`config.mk`:
```
export PLATFORM = sky130hd
export DESIGN_NAME = aps_power_selftest_regs
export DESIGN_NICKNAME = d
export VERILOG_FILES = /design/src/aps_pkg.sv /design/src/aps_power_selftest_regs.sv /design/src/aps_sync.sv
export SDC_FILE = /design/constraint.sdc
export NUM_CORES = 1
export LEC_CHECK = 0
export BUFFER_PORTS_ARGS = -buffer_cell sky130_fd_sc_hd__buf_4
export CORE_MARGIN = 2
export CORE_UTILIZATION = 45
export CTS_BUF_LIST = sky130_fd_sc_hd__clkbuf_4
export CTS_CLUSTER_DIAMETER = 80
export CTS_CLUSTER_SIZE = 25
export DETAILED_ROUTE_END_ITERATION = 10
export PLACE_DENSITY = 0.79
export SLEW_MARGIN = 20
export SYNTH_ARGS = -nofsm -noshare
export SYNTH_HDL_FRONTEND = slang
export SYNTH_SLANG_ARGS = --single-unit
```
`constraint.sdc`:
```
create_clock -name clk -period 2.4 [get_ports clk]
set_input_delay 0.48 -clock clk [delete_from_list [all_inputs] [get_ports clk]]
set_output_delay 0.48 -clock clk [all_outputs]
set_load 0.02 [all_outputs]
```
`src/aps_pkg.sv`:
```
package aps_pkg;

	// bus geometry
	localparam int ADDR_W = 12;
	localparam int DATA_W = 32;
	localparam int REG_W  = 8;

	// register indices; the byte address is four times the index
	localparam logic [7:0] IDX_STARTUP_FIXUP = 8'h1A;
	localparam logic [7:0] IDX_FREE_STORAGE  = 8'h1B;
	localparam logic [7:0] IDX_POWER_LEVEL   = 8'h1C;
	localparam logic [7:0] IDX_X_TEST_DRIVE  = 8'h20;
	localparam logic [7:0] IDX_Y_TEST_DRIVE  = 8'h21;

	// reset values
	localparam logic [7:0] RST_STARTUP_FIXUP = 8'h00;
	localparam logic [7:0] RST_FREE_STORAGE  = 8'h00;
	localparam logic [2:0] RST_POWER_LEVEL   = 3'h0;

	// power level control fields
	localparam int WAKE_LVL_LSB  = 0;
	localparam int RESERVED_BIT  = 3;
	localparam int WATCH_LVL_LSB = 4;
	localparam int FAST_BIT      = 7;

	// power level codes
	localparam logic [2:0] LVL_LOW       = 3'h0;
	localparam logic [2:0] LVL_ULTRA_LOW = 3'h3;
	localparam logic [2:0] LVL_PRECISION = 3'h4;

	// test drive fields, same place in both axis registers
	localparam int POS_DRIVE_BIT = 2;
	localparam int NEG_DRIVE_BIT = 3;

	// y register readback
	localparam logic [7:0] Y_READ_RUNNING = 8'h80;
	localparam logic [7:0] Y_READ_IDLE    = 8'h00;

	// operating mode field codes
	localparam logic [2:0] MODE_CODE_SLEEP    = 3'h0;
	localparam logic [2:0] MODE_CODE_STANDBY  = 3'h1;
	localparam logic [2:0] MODE_CODE_WATCH    = 3'h2;
	localparam logic [2:0] MODE_CODE_CONTINUOUS_WAKE_MODE    = 3'h3;
	localparam logic [2:0] MODE_CODE_COMBINED = 3'h4;
	localparam logic [2:0] MODE_CODE_ONE_SHOT_COUNT_MODE     = 3'h5;

	// operating modes
	typedef enum logic [2:0] {
		MODE_SLEEP,
		MODE_STANDBY,
		MODE_WATCH,
		MODE_CONTINUOUS_WAKE_MODE,
		MODE_COMBINED,
		MODE_ONE_SHOT_COUNT_MODE
	} aps_mode_t;

	// sensing element drive
	typedef struct packed {
		logic xPositive;
		logic xNegative;
		logic yPositive;
		logic yNegative;
	} aps_drive_t;

	// power level selections
	typedef struct packed {
		logic [2:0] wake;
		logic [2:0] watch;
		logic [2:0] active;
	} aps_levels_t;

	// byte address hit for a register index
	function automatic logic regHit(input logic [ADDR_W-1:0] addr,
		input logic [7:0] idx);
		// index widened on purpose to the byte address width
		regHit = (addr == ADDR_W'({idx, 2'b00}));
	endfunction

	// operating mode field to mode; unknown codes mean sleep
	function automatic aps_mode_t modeDecode(input logic [2:0] code);
		case (code)
			MODE_CODE_STANDBY:  modeDecode = MODE_STANDBY;
			MODE_CODE_WATCH:    modeDecode = MODE_WATCH;
			MODE_CODE_CONTINUOUS_WAKE_MODE:    modeDecode = MODE_CONTINUOUS_WAKE_MODE;
			MODE_CODE_COMBINED: modeDecode = MODE_COMBINED;
			MODE_CODE_ONE_SHOT_COUNT_MODE:     modeDecode = MODE_ONE_SHOT_COUNT_MODE;
			default:            modeDecode = MODE_SLEEP;
		endcase
	endfunction

endpackage

```
`src/aps_power_selftest_regs.sv`:
```
// Decided for this implementation: the APB slave port.
`timescale 1ns/1ps

// Overview of operation
// host zeroes startup register after reset
// storage byte reads back, affects nothing
// bits 2:0 pick wake power level
// bits 6:4 pick watch power level
// fast serial enable always reads zero
// host enables fast serial by sequence
// x bits 2/3 drive positive/negative
// x writes: bit0 one, others zero
// y bits 2/3 drive positive/negative
// y writes keep reserved bits zero
// y bit7 written after x bit0
// y reads 0x80 running, 0x00 idle
// watch activity moves to continuous wake
// power register bit 3 reads zero
module aps_power_selftest_regs
	import aps_pkg::*;
(
	// clocking
	input  wire logic              clk,
	input  wire logic              srst,
	input  wire logic              ce,
	// apb slave
	input  wire logic              psel,
	input  wire logic              penable,
	input  wire logic              pwrite,
	input  wire logic [ADDR_W-1:0] paddr,
	input  wire logic [DATA_W-1:0] pwdata,
	input  wire logic [3:0]        pstrb,
	output logic      [DATA_W-1:0] prdata,
	output logic                   pready,
	output logic                   pslverr,
	// operating mode field, same clock
	input  wire logic [2:0]        modeCode,
	input  wire logic              modeLoad,
	// activity detector, asynchronous pin level
	input  wire logic              activityPin,
	// device side results
	output aps_mode_t              operatingMode,
	output aps_levels_t            powerLevels,
	output aps_drive_t             testDrive,
	output logic                   fastSerialEnable,
	output logic      [REG_W-1:0]  startupFixup
);

	// register state
	logic [REG_W-1:0] freeStorage;
	logic [REG_W-1:0] next_startupFixup;
	logic [REG_W-1:0] next_freeStorage;
	logic [2:0]       next_wakeLevel;
	logic [2:0]       next_watchLevel;
	logic [2:0]       next_activeLevel;
	logic             next_fastSerialEnable;
	aps_drive_t       next_testDrive;
	aps_mode_t        next_operatingMode;

	// bus state
	logic [DATA_W-1:0] next_prdata;
	logic              next_pready;
	logic              next_pslverr;

	// decode helpers
	logic        activitySync;
	logic        accessDone;
	logic        writeByte;
	logic        mapped;
	logic [7:0]  wrByte;
	logic [7:0]  readByte;
	logic        modeRunning;

	// activity is a pin level, so synchronise before use
	aps_sync #(
		.WIDTH (1)
	) uActivitySync (
		.clk     (clk),
		.srst    (srst),
		.ce      (ce),
		.asyncIn (activityPin),
		.syncOut (activitySync)
	);

	// write takes effect only at the edge that completes the access
	assign accessDone = psel && penable && pready;
	assign writeByte  = accessDone && pwrite && pstrb[0];
	assign wrByte     = pwdata[7:0];

	// modes in which the sensor is running
	assign modeRunning = (operatingMode != MODE_SLEEP) &&
		(operatingMode != MODE_STANDBY);

	// address map and read mux
	always_comb begin
		mapped   = 1'b1;
		readByte = 8'h00;
		if (regHit(paddr, IDX_STARTUP_FIXUP)) begin
			// startup register readable
			readByte = startupFixup;
		end else if (regHit(paddr, IDX_FREE_STORAGE)) begin
			// storage readback
			readByte = freeStorage;
		end else if (regHit(paddr, IDX_POWER_LEVEL)) begin
			// fast enable hidden
			readByte[FAST_BIT] = 1'b0;
			// reserved reads zero
			readByte[RESERVED_BIT] = 1'b0;
			// wake level field
			readByte[WAKE_LVL_LSB +: 3] = powerLevels.wake;
			// watch level field
			readByte[WATCH_LVL_LSB +: 3] = powerLevels.watch;
		end else if (regHit(paddr, IDX_X_TEST_DRIVE)) begin
			// write only, reads as zero
			readByte = 8'h00;
		end else if (regHit(paddr, IDX_Y_TEST_DRIVE)) begin
			// mode dependent readback
			readByte = modeRunning ? Y_READ_RUNNING : Y_READ_IDLE;
		end else begin
			mapped = 1'b0;
		end
	end

	// bus answer: one wait state, then pready for a single cycle
	always_comb begin
		next_pready  = psel && penable && !pready;
		next_prdata  = prdata;
		next_pslverr = 1'b0;
		if (next_pready) begin
			next_prdata  = pwrite ? '0 : {{(DATA_W-REG_W){1'b0}}, readByte};
			next_pslverr = !mapped;
		end
	end

	// register writes; reserved codes are stored as written
	always_comb begin
		next_startupFixup     = startupFixup;
		next_freeStorage      = freeStorage;
		next_wakeLevel        = powerLevels.wake;
		next_watchLevel       = powerLevels.watch;
		next_fastSerialEnable = fastSerialEnable;
		next_testDrive        = testDrive;
		if (writeByte && regHit(paddr, IDX_STARTUP_FIXUP)) begin
			next_startupFixup = wrByte;
		end
		// store, no side effect
		if (writeByte && regHit(paddr, IDX_FREE_STORAGE)) begin
			next_freeStorage = wrByte;
		end
		if (writeByte && regHit(paddr, IDX_POWER_LEVEL)) begin
			// wake level
			next_wakeLevel = wrByte[WAKE_LVL_LSB +: 3];
			// watch level
			next_watchLevel = wrByte[WATCH_LVL_LSB +: 3];
			// kept but never read back
			next_fastSerialEnable = wrByte[FAST_BIT];
		end
		if (writeByte && regHit(paddr, IDX_X_TEST_DRIVE)) begin
			// x axis drive
			next_testDrive.xPositive = wrByte[POS_DRIVE_BIT];
			next_testDrive.xNegative = wrByte[NEG_DRIVE_BIT];
		end
		if (writeByte && regHit(paddr, IDX_Y_TEST_DRIVE)) begin
			// y axis drive
			next_testDrive.yPositive = wrByte[POS_DRIVE_BIT];
			next_testDrive.yNegative = wrByte[NEG_DRIVE_BIT];
		end
	end

	// operating mode; a software load wins over a same-cycle wakeup
	always_comb begin
		next_operatingMode = operatingMode;
		if (modeLoad) begin
			next_operatingMode = modeDecode(modeCode);
		end else begin
			unique case (operatingMode)
				MODE_WATCH: begin
					// activity wakes the sensor
					if (activitySync) begin
						next_operatingMode = MODE_CONTINUOUS_WAKE_MODE;
					end
				end
				MODE_SLEEP,
				MODE_STANDBY,
				MODE_CONTINUOUS_WAKE_MODE,
				MODE_COMBINED,
				MODE_ONE_SHOT_COUNT_MODE: begin
					next_operatingMode = operatingMode;
				end
			endcase
		end
	end

	// level in force for the mode being entered
	always_comb begin
		next_activeLevel = LVL_LOW;
		unique case (next_operatingMode)
			MODE_WATCH: begin
				next_activeLevel = next_watchLevel;
			end
			MODE_CONTINUOUS_WAKE_MODE,
			MODE_COMBINED: begin
				// wake level after auto wake
				next_activeLevel = next_wakeLevel;
			end
			MODE_SLEEP,
			MODE_STANDBY,
			MODE_ONE_SHOT_COUNT_MODE: begin
				next_activeLevel = LVL_LOW;
			end
		endcase
	end

	// all state registers; ce low freezes everything
	always_ff @(posedge clk) begin
		if (srst) begin
			startupFixup       <= RST_STARTUP_FIXUP;
			freeStorage        <= RST_FREE_STORAGE;
			powerLevels        <= {RST_POWER_LEVEL, RST_POWER_LEVEL,
				LVL_LOW};
			fastSerialEnable   <= 1'b0;
			testDrive          <= '0;
			operatingMode      <= MODE_SLEEP;
			prdata             <= '0;
			pready             <= 1'b0;
			pslverr            <= 1'b0;
		end else if (ce) begin
			startupFixup       <= next_startupFixup;
			freeStorage        <= next_freeStorage;
			powerLevels.wake   <= next_wakeLevel;
			powerLevels.watch  <= next_watchLevel;
			powerLevels.active <= next_activeLevel;
			fastSerialEnable   <= next_fastSerialEnable;
			testDrive          <= next_testDrive;
			operatingMode      <= next_operatingMode;
			prdata             <= next_prdata;
			pready             <= next_pready;
			pslverr            <= next_pslverr;
		end
	end

endmodule

```
`src/aps_sync.sv`:
```
`timescale 1ns/1ps

module aps_sync
	import aps_pkg::*;
#(
	parameter int WIDTH = 1
) (
	// clocking
	input  wire logic             clk,
	input  wire logic             srst,
	input  wire logic             ce,
	// asynchronous level in, synchronised level out
	input  wire logic [WIDTH-1:0] asyncIn,
	output logic      [WIDTH-1:0] syncOut
);

	logic [WIDTH-1:0] firstStage;

	// two flops per bit; only the second stage is read outside
	genvar i;
	generate
		for (i = 0; i < WIDTH; i++) begin : gSync
			always_ff @(posedge clk) begin
				if (srst) begin
					firstStage[i] <= 1'b0;
					syncOut[i]    <= 1'b0;
				end else if (ce) begin
					firstStage[i] <= asyncIn[i];
					syncOut[i]    <= firstStage[i];
				end
			end
		end
	endgenerate

endmodule

```
# Word-level counts from Yosys, hierarchy flattened
# Index checks and enable logic that the tools add are counted.
# op_classes
n_reduce_logical	25
muxes	20
eq_ne	21
# op_table
op	count
2-to-1 mux 8 bit	7
equality test 12 x 7 -> 1 bit, second input constant	3
equality test 12 x 8 -> 1 bit, second input constant	2
equality test 3 x 2 -> 1 bit, second input constant	6
equality test 3 bit, second input constant	6
case mux 3 bit (5 select lines)	1
2-to-1 mux 3 bit	4
AND reduction 2 bit	6
logical AND 1 bit	11
equality test 3 x 1 -> 1 bit, second input constant	3
case mux 3 bit (3 select lines)	1
zero test 3 bit	2
2-to-1 mux 1 bit	6
case mux 3 bit (2 select lines)	1
OR reduction 5 bit	1
inequality test 3 x 1 -> 1 bit, second input constant	1
nonzero test 3 bit	1
OR reduction 3 bit	1
zero test 1 bit	2
OR reduction 2 bit	1
# word_totals
regBits	69
out_inout_bits	59

# Logic depth before layout (Yosys ltp)
# Gate-level depths: netlist of the first run.
# depth
ltp_word	9
mapped_depth	7
mapped_depth_nobuf	7

# Hierarchy
# A second synthesis of the first run with hierarchy kept.
# hier_totals
hier_cells	289
area_unflattened_um2	2362.3
# modules_own_cells
mod	area_each_um2	cells_per_inst	instances
aps_power_selftest_regs	2294.7	283	1
aps_sync	67.6	6	1

# Worst setup path before layout of the first run
# No wires, ideal clock.
# synth_path
kind	input to register
from	input port paddr[1]
to	register powerLevels[1] (netlist bit)
required_ns	2.309
t_arrival_ns	1.919
path_stages	6
path_slack_ns	0.390
path_buffers	1
cell_sequence	or4_4 -> nor4_4 -> buf_6 -> and3_1 -> o211ai_1 -> a311oi_1
# synth_between
elab_chain_len	4
# synth_lines
item	line_no	rtl
start, declared	aps_power_selftest_regs.sv:30	input wire logic [ADDR_W-1:0] paddr,
equality test 12 x 7 -> 1 bit (*)	aps_pkg.sv:76	regHit = (addr == ADDR_W'({idx, 2'b00}));
logical AND 1 bit (*)	aps_power_selftest_regs.sv:150	if (writeByte && regHit(paddr, IDX_POWER_LEVEL)) begin
2-to-1 mux 3 bit	aps_power_selftest_regs.sv:150	
case mux 3 bit (3 select lines) (*)	aps_power_selftest_regs.sv:197	unique case (next_operatingMode)
end signal, assigned	aps_power_selftest_regs.sv:219	powerLevels <= {RST_POWER_LEVEL, RST_POWER_LEVEL,
end, declared	aps_power_selftest_regs.sv:43	output aps_levels_t powerLevels,
# Every way passes the cells marked *; elsewhere a longest branch is shown, timed or not.
# A chain may end at the register's enable or synchronous reset.

# Worst setup path in the final report of the first run
# layout_path
from	input port modeCode[1]
to	register powerLevels[1] (netlist bit)
# layout_between
elab_chain_len	6
# layout_lines
item	line_no	rtl
start, declared	aps_power_selftest_regs.sv:37	input wire logic [2:0] modeCode,
equality test 3 bit, or another cell as far along	aps_pkg.sv:81	case (code)
case mux 3 bit (5 select lines) (*)	aps_pkg.sv:81	
2-to-1 mux 3 bit (*)	aps_power_selftest_regs.sv:173	if (modeLoad) begin
equality test 3 x 1 -> 1 bit, or another cell as far along	aps_power_selftest_regs.sv:197	
OR reduction 3 bit or OR reduction 2 bit (tied branches)	aps_power_selftest_regs.sv:197	
case mux 3 bit (3 select lines) (*)	aps_power_selftest_regs.sv:197	
# Marks and branches as above.

==> results by group, run 1 <==
Floorplan
  • Core Footprint: 5070 um2
  • I/O Pins: 118
  • Cell row count: 26
  • Starting Density: 46.3%
  • Die width: 76.2 um
  • Die Y: 76.2 um
  • Die ar.: 5810 um2

Power and ir drop
  • Leakage power of the design: 1.28 nW
  • Comb pwr share: 13.1%
  • Clock Power Share: 29.2%
  • P_int: 969 uW
  • Sw frac: 26.5%
  • Pwr Density: 457 nW/um2
  • Part of the power in registers: 57.7%
  • VDD IR-drop max: 0.400 mV
  • Sw power: 349 uW

Synth
  • Async set-or-reset flop fraction in the synthesized netlist: 0%
  • Top cell type's share of synthesized area: 38.4%
  • Synth area leaders: dfxtp_1, mux2i_1, buf_4
  • Synth Area in Simple Gates: 21.7%
  • Combinational family with the most area after synthesis: simple AND/OR/NAND/NOR gates
  • Yosys top cell by area: dfxtp_1
  • Synth Area per Inst: 8.57 um2
  • Most common cell in the netlist: dfxtp_1
  • Post-synthesis compound-gate area fraction: 18.0%
  • Post-synthesis adder-cell area fraction: 1.49%
  • Ranking of synthesized cells by instance count: dfxtp_1, nor2_1, nand2_1
  • Register area share after synthesis: 38.4%
  • XOR/XNOR Fraction of Synth Area: 0%
  • Top FF cell, synth: dfxtp_1
  • Post-synthesis mux area share: 9.38%
  • Syn. warnings: 0
  • Syn Inst Count: 274
  • Number of synthesized flops with an enable pin: 0
  • Synth Cell Area: 2350 um2
  • Flops & latches, synth: 45
  • Yosys cell types: 45

Setup path
  • Worst path arrival time: 2.19 ns
  • Worst setup EP type: flop
  • Slowest cell delay on critical path: 0.39 ns
  • Max stage delay cell, worst path: maj3_1
  • Top delay family on crit path: compound AO/OA/AOI/OAI gates
  • Most common cell on crit path: o211ai_1
  • Crit Path Max Fanout: 3
  • Startpoint types: input pin
  • CP Buf/Inv Count: 2
  • Reg-to-reg setup timing slack: 0.65 ns
  • CP Cell Sequence: buf_4 -> inv_1 -> ha_1 -> maj3_1 -> nand2b_1 -> o211ai_1 -> o211ai_1 -> a311oi_1
  • Critical Path RT: 2.67 ns
  • CP Class: input pin to flop

Placement
  • PortBufs: 66
  • Final GP Congestion: 0.897
  • Hpwl dp: 4.39 mm
  • Placed insts: 403

CTS
  • CTS Sinks: 45
  • Hold-fix buffer count after cts: 0
  • H-tree depth: 2
  • Root Driver: clkbuf_4
  • Worst-path clk slew: 0.13 ns
  • Max clock buf depth: 2
  • Post_cts resized: 0
  • Num CTS Buffers: 5
  • Post-CTS setup repair buffer count: 0
  • Clock Latency Late Sink: 0.36 ns
  • CTS tree: done

Timing
  • Setup_tns: 0 ns
  • Achievable Freq: 522 MHz
  • Max-slew violations: 0
  • Clock skew: 0.00810 ns
  • Final Cycle Share: 79.8%
  • Min Hold Slack: 0.345 ns
  • Post-layout min period: 1.92 ns
  • Setup violations, final: 0
  • RSZ-0062 raised after global routing: false
  • Final Hold Fails: 0

Outcome
  • Status: finished clean

Finish
  • Share of post-route cells with drive strength above 1: 26.1%
  • Fill count: 488
  • Final nets: 401
  • Area growth syn-to-layout: 22.9%
  • N_diodes: 0
  • Non-Filler Instances: 411

GRT
  • Initial antenna violation count: 0
  • Total gr overflow: 0
  • Largest net degree at the start of global routing: 41
  • Vias in the first global route: 1,987
  • Global Route Usage Sum: 19.9%
  • First-pass GRT wire length: 9.54 mm

Drt
  • Via Count: 2,145
  • DR pass1 iterations: 4
  • Routed len/inst: 14.0 um
  • Antenna-violating nets left: 0
  • 1st-iter DRT viols: 100
  • Via/cell ratio: 5.22
  • WL final: 5.74 mm
  • Residual DRC: 0

Hold path
  • Hold WC Path Type: input pin to flop

Job
  • Maxcap violations: 0
-- flip-flops by register name, summed over array words and instances, names as in the netlist --
register / cells
fastSerialEnable: 1
freeStorage: 8
operatingMode: 3
powerLevels: 9
prdata: 8
pready: 1
pslverr: 1
startupFixup: 8
testDrive: 4
uActivitySync.firstStage: 1
uActivitySync.syncOut: 1
-- worst register-to-register path, delay by kind of cell (launching register included) --
kind,cells,cell delay (ns)
buffers and inverters,1,0.20
AO/OA/AOI/OAI,2,0.39
AND/OR/NAND/NOR,3,0.68
flip-flops,1,0.41
-- final timing paths --
check,start,endpoint,cells after the start
max reg2reg,pready,powerLevels[0],6
max,modeCode[1],powerLevels[1],8
min reg2reg,prdata[7],prdata[7],2
min,activityPin,uActivitySync.firstStage,3
-- cells in the final DEF (no fill, tap or decap), types with 6 or more instances in the layout --
| master | Yosys | final |
|---|---|---|
| a22oi_1 | 6 | 6 |
| o21ai_0 | 12 | 12 |
| a21oi_1 | 15 | 15 |
| a21boi_0 | 6 | 6 |
| nand3_1 | 7 | 7 |
| nor2_1 | 34 | 34 |
| buf_4 | 24 | 72 |
| dfxtp_1 | 45 | 45 |
| nand2_1 | 28 | 28 |
| and3_1 | 6 | 6 |
| mux2i_1 | 22 | 22 |
| clkbuf_4 | 0 | 8 |
| conb_1 | 1 | 24 |
| a22o_1 | 6 | 6 |
-- cells by family (layout without fill, tap and decap cells) --
| family | Yosys count | count (layout) |
|---|---|---|
| adders and majority gates | 3 | 3 |
| muxes | 22 | 22 |
| DFF | 45 | 45 |
| AOI/OAI and AO/OA | 63 | 63 |
| and+or+nand+nor | 99 | 99 |
| buffers and inverters | 41 | 85 |
| other | 1 | 24 |
-- metrics by stage --
| stage | setup WS (ns) | cell area, um2 | total power [mW] | util [%] |
|---|---|---|---|---|
| 5_1_grt | 0.349 | 2880 | 1.38 | 56.8 |
| 3_5_place_dp | 0.146 | 2820 | 0.948 | 55.6 |
| 6_report | 0.485 | 2880 | 1.32 | 56.8 |
| 2_1_floorplan | 0.390 | 2430 | 0.902 | - |
| 4_1_cts | 0.529 | 2880 | 1.33 | 56.8 |
| 3_3_place_gp | 0.155 | 2820 | 0.946 | 55.6 |
-- layout make-up --
class | instances | area, um2 | share of cell area [%]
Timing Repair Buffer | 72 | 541 | 18.7
Multi-Input combinational cell | 211 | 1280 | 44.3
Clock buffer | 8 | 60.1 | 2.08
Inverter | 5 | 18.8 | 0.651
Tap cell | 70 | 87.6 | 3.04
Sequential cell | 45 | 901 | 31.2
-- routing by layer --
layer	share of wire [%]	track usage (%)	up-vias
met1	45	26.7	994
met5	0	0	-
met4	0.66	4.91	0
met2	47	31.9	89
li1	-	-	1058
met3	7.4	5.33	4
-- power groups by stage --
stage	sequential (mW)	clock, mW	combinational, mW
after floorplan	0.783	0	0.120
after global placement	0.777	0	0.169
after detailed placement	0.777	0	0.171
after CTS	0.760	0.395	0.172
after global routing	0.762	0.427	0.188
final	0.760	0.385	0.173
Power figures use the tool's default switching activity.
==> inputs of run 2 (changes only) <==
CORE_UTILIZATION = 43   (was 45)
clock period = 1.76 ns   (was 2.4 ns; I/O delays follow)
==> run 2 against run 1 <==
Compared with the run above:
- cell count grew 5.8%
- sequential power grew 37%
- die area grew 4.4%
- largest cell class unchanged
- largest power group unchanged
==> results by group, run 2 (synthesis gave the netlist of run 1 again) <==
Finish
  • Most frequent cells in the layout: buf_4, dfxtp_1, nor2_1
  • Fill count: 479
  • Final Core Density: 60.1%
  • Multi-input logic area: 1310 um2
  • Final nets: 426
  • Commonest non-fill, non-tap cell in the layout: buf_4
  • Share of post-route cells with drive strength above 1: 32.1%
  • Largest Register: powerLevels
  • Sequential cell area: 901 um2
  • N_diodes: 0
  • Max reg flops: 9
  • Area growth syn-to-layout: 32.4%

Outcome
  • Status: finished clean

Drt
  • Routed len/inst: 13.7 um
  • 1st-iter DRT viols: 107
  • WL final: 5.95 mm
  • Via Count: 2,256
  • Residual DRC: 0
  • DR pass1 iterations: 4
  • Via/cell ratio: 5.19
  • Antenna-violating nets left: 0

Floorplan
  • Die ar.: 6070 um2
  • I/O Pins: 118
  • Die width: 77.9 um
  • Starting Density: 45.4%
  • Cell row count: 26
  • Core Footprint: 5170 um2
  • Die Y: 77.9 um

CTS
  • Worst-path clk slew: 0.13 ns
  • CTS Sinks: 45
  • Max clock buf depth: 2
  • Hold-fix buffer count after cts: 0
  • Root Driver: clkbuf_4
  • Num CTS Buffers: 5
  • CTS tree: done
  • H-tree depth: 2
  • Clock Latency Late Sink: 0.35 ns

Setup path
  • CP Cell Sequence: buf_4 -> nor4_4 -> nand2_1 -> or4b_2 -> a211o_1 -> a21oi_2
  • Worst setup EP type: flop
  • Max stage delay cell, worst path: or4b_2
  • Critical Path RT: 2.06 ns
  • Startpoint types: input pin
  • Worst path arrival time: 1.97 ns
  • Crit Path Max Fanout: 3
  • CP Class: input pin to flop
  • Slowest cell delay on critical path: 0.66 ns

Timing
  • Setup violations, final: 0
  • RSZ-0062 raised after global routing: false
  • Final Hold Fails: 0
  • Max-slew violations: 0
  • Final Cycle Share: 94.7%
  • Clock skew: 0.0152 ns
  • Post-layout min period: 1.67 ns
  • Min Hold Slack: 0.223 ns
  • Worst setup slack after layout: 0.0938 ns
  • Achievable Freq: 600 MHz

Power and ir drop
  • VDD IR-drop max: 0.523 mV
  • Part of the power in registers: 58.3%
  • Comb pwr share: 15.2%
  • P_int: 1.30 mW
  • Leakage power of the design: 1.40 nW
  • Clock Power Share: 26.5%
  • Pwr Density: 572 nW/um2
  • Sw power: 476 uW
  • Sw frac: 26.8%

Hold path
  • Hold WC Path Type: input pin to flop

Placement
  • Final GP Congestion: 0.844
  • PortBufs: 66
  • Worst slack at placement: -0.273 ns
  • Hpwl dp: 4.53 mm

GRT
  • Vias in the first global route: 2,058
  • First-pass GRT wire length: 9.84 mm
  • Initial antenna violation count: 0
  • Total gr overflow: 0
  • Largest net degree at the start of global routing: 31
  • Global Route Usage Sum: 20.4%

Job
  • Maxcap violations: 0
==> run 2: changes by cell type in the layout (fill, tap and decap cells not counted), sizes merged <==
cell / delta
buf: +25
clkinv: +1
clkbuf: -2
==> run 2: final timing paths <==
check	start	slack [ns]	cells past startpoint	to
worst max-delay path	paddr[1]	0.09	6	prdata[7]
worst min-delay path	srst	0.22	2	prdata[7]
worst max register to register	pready	0.19	5	powerLevels[3]
worst min register to register	prdata[5]	0.47	2	prdata[5]
==> run 2: area by class of cell <==
class	instances	share of cell area, %
clock buffers	6	1.45
clock inverters	1	0.121
inverters	5	0.604
multi-input cells	211	42.2
flip-flops and latches	45	29.0
well taps	70	2.82
repair buffers	97	23.8
==> run 2: per-layer routing <==
layer	wire, um	track usage [%]	share of wire [%]	up-vias
met5	0	0	0	-
met4	65	5.71	1.1	0
met1	2530	26.2	43	1050
met3	508	5.00	8.5	7
met2	2840	33.9	48	92
li1	-	-	-	1107
==> run 2: stage by stage <==
stage	cell area [um2]	instances	power (mW)	TNS [ns]
after floorplan	2460	297	1.23	-0.131
after global placement	3050	428	1.32	-3.21
after detailed placement	3050	428	1.33	-3.84
after CTS	3100	435	1.79	0
after global routing	3110	435	1.86	0
final	3110	435	1.78	0
==> run 2: power by group through the flow <==
stage | Clock [mW] | Sequential [mW] | Combinational [mW]
6_report | 0.470 | 1.04 | 0.270
5_1_grt | 0.529 | 1.04 | 0.293
4_1_cts | 0.486 | 1.04 | 0.269
3_5_place_dp | 0 | 1.06 | 0.268
3_3_place_gp | 0 | 1.06 | 0.264
2_1_floorplan | 0 | 1.07 | 0.166
==> run 2: timing repair <==
item                                    in CTS  in global routing
endpoints found under the hold margin        0                  0
setup buffers                                0                  0
resized for setup                            0                  1
endpoints found under the setup margin       0                  1
==> run 2: worst max-delay path, delay by kind of cell <==
| family | cells | cell delay, ns |
|---|---|---|
| compound gates | 2 | 0.42 |
| buf+inv | 1 | 0.13 |
| simple gates | 3 | 1.06 |
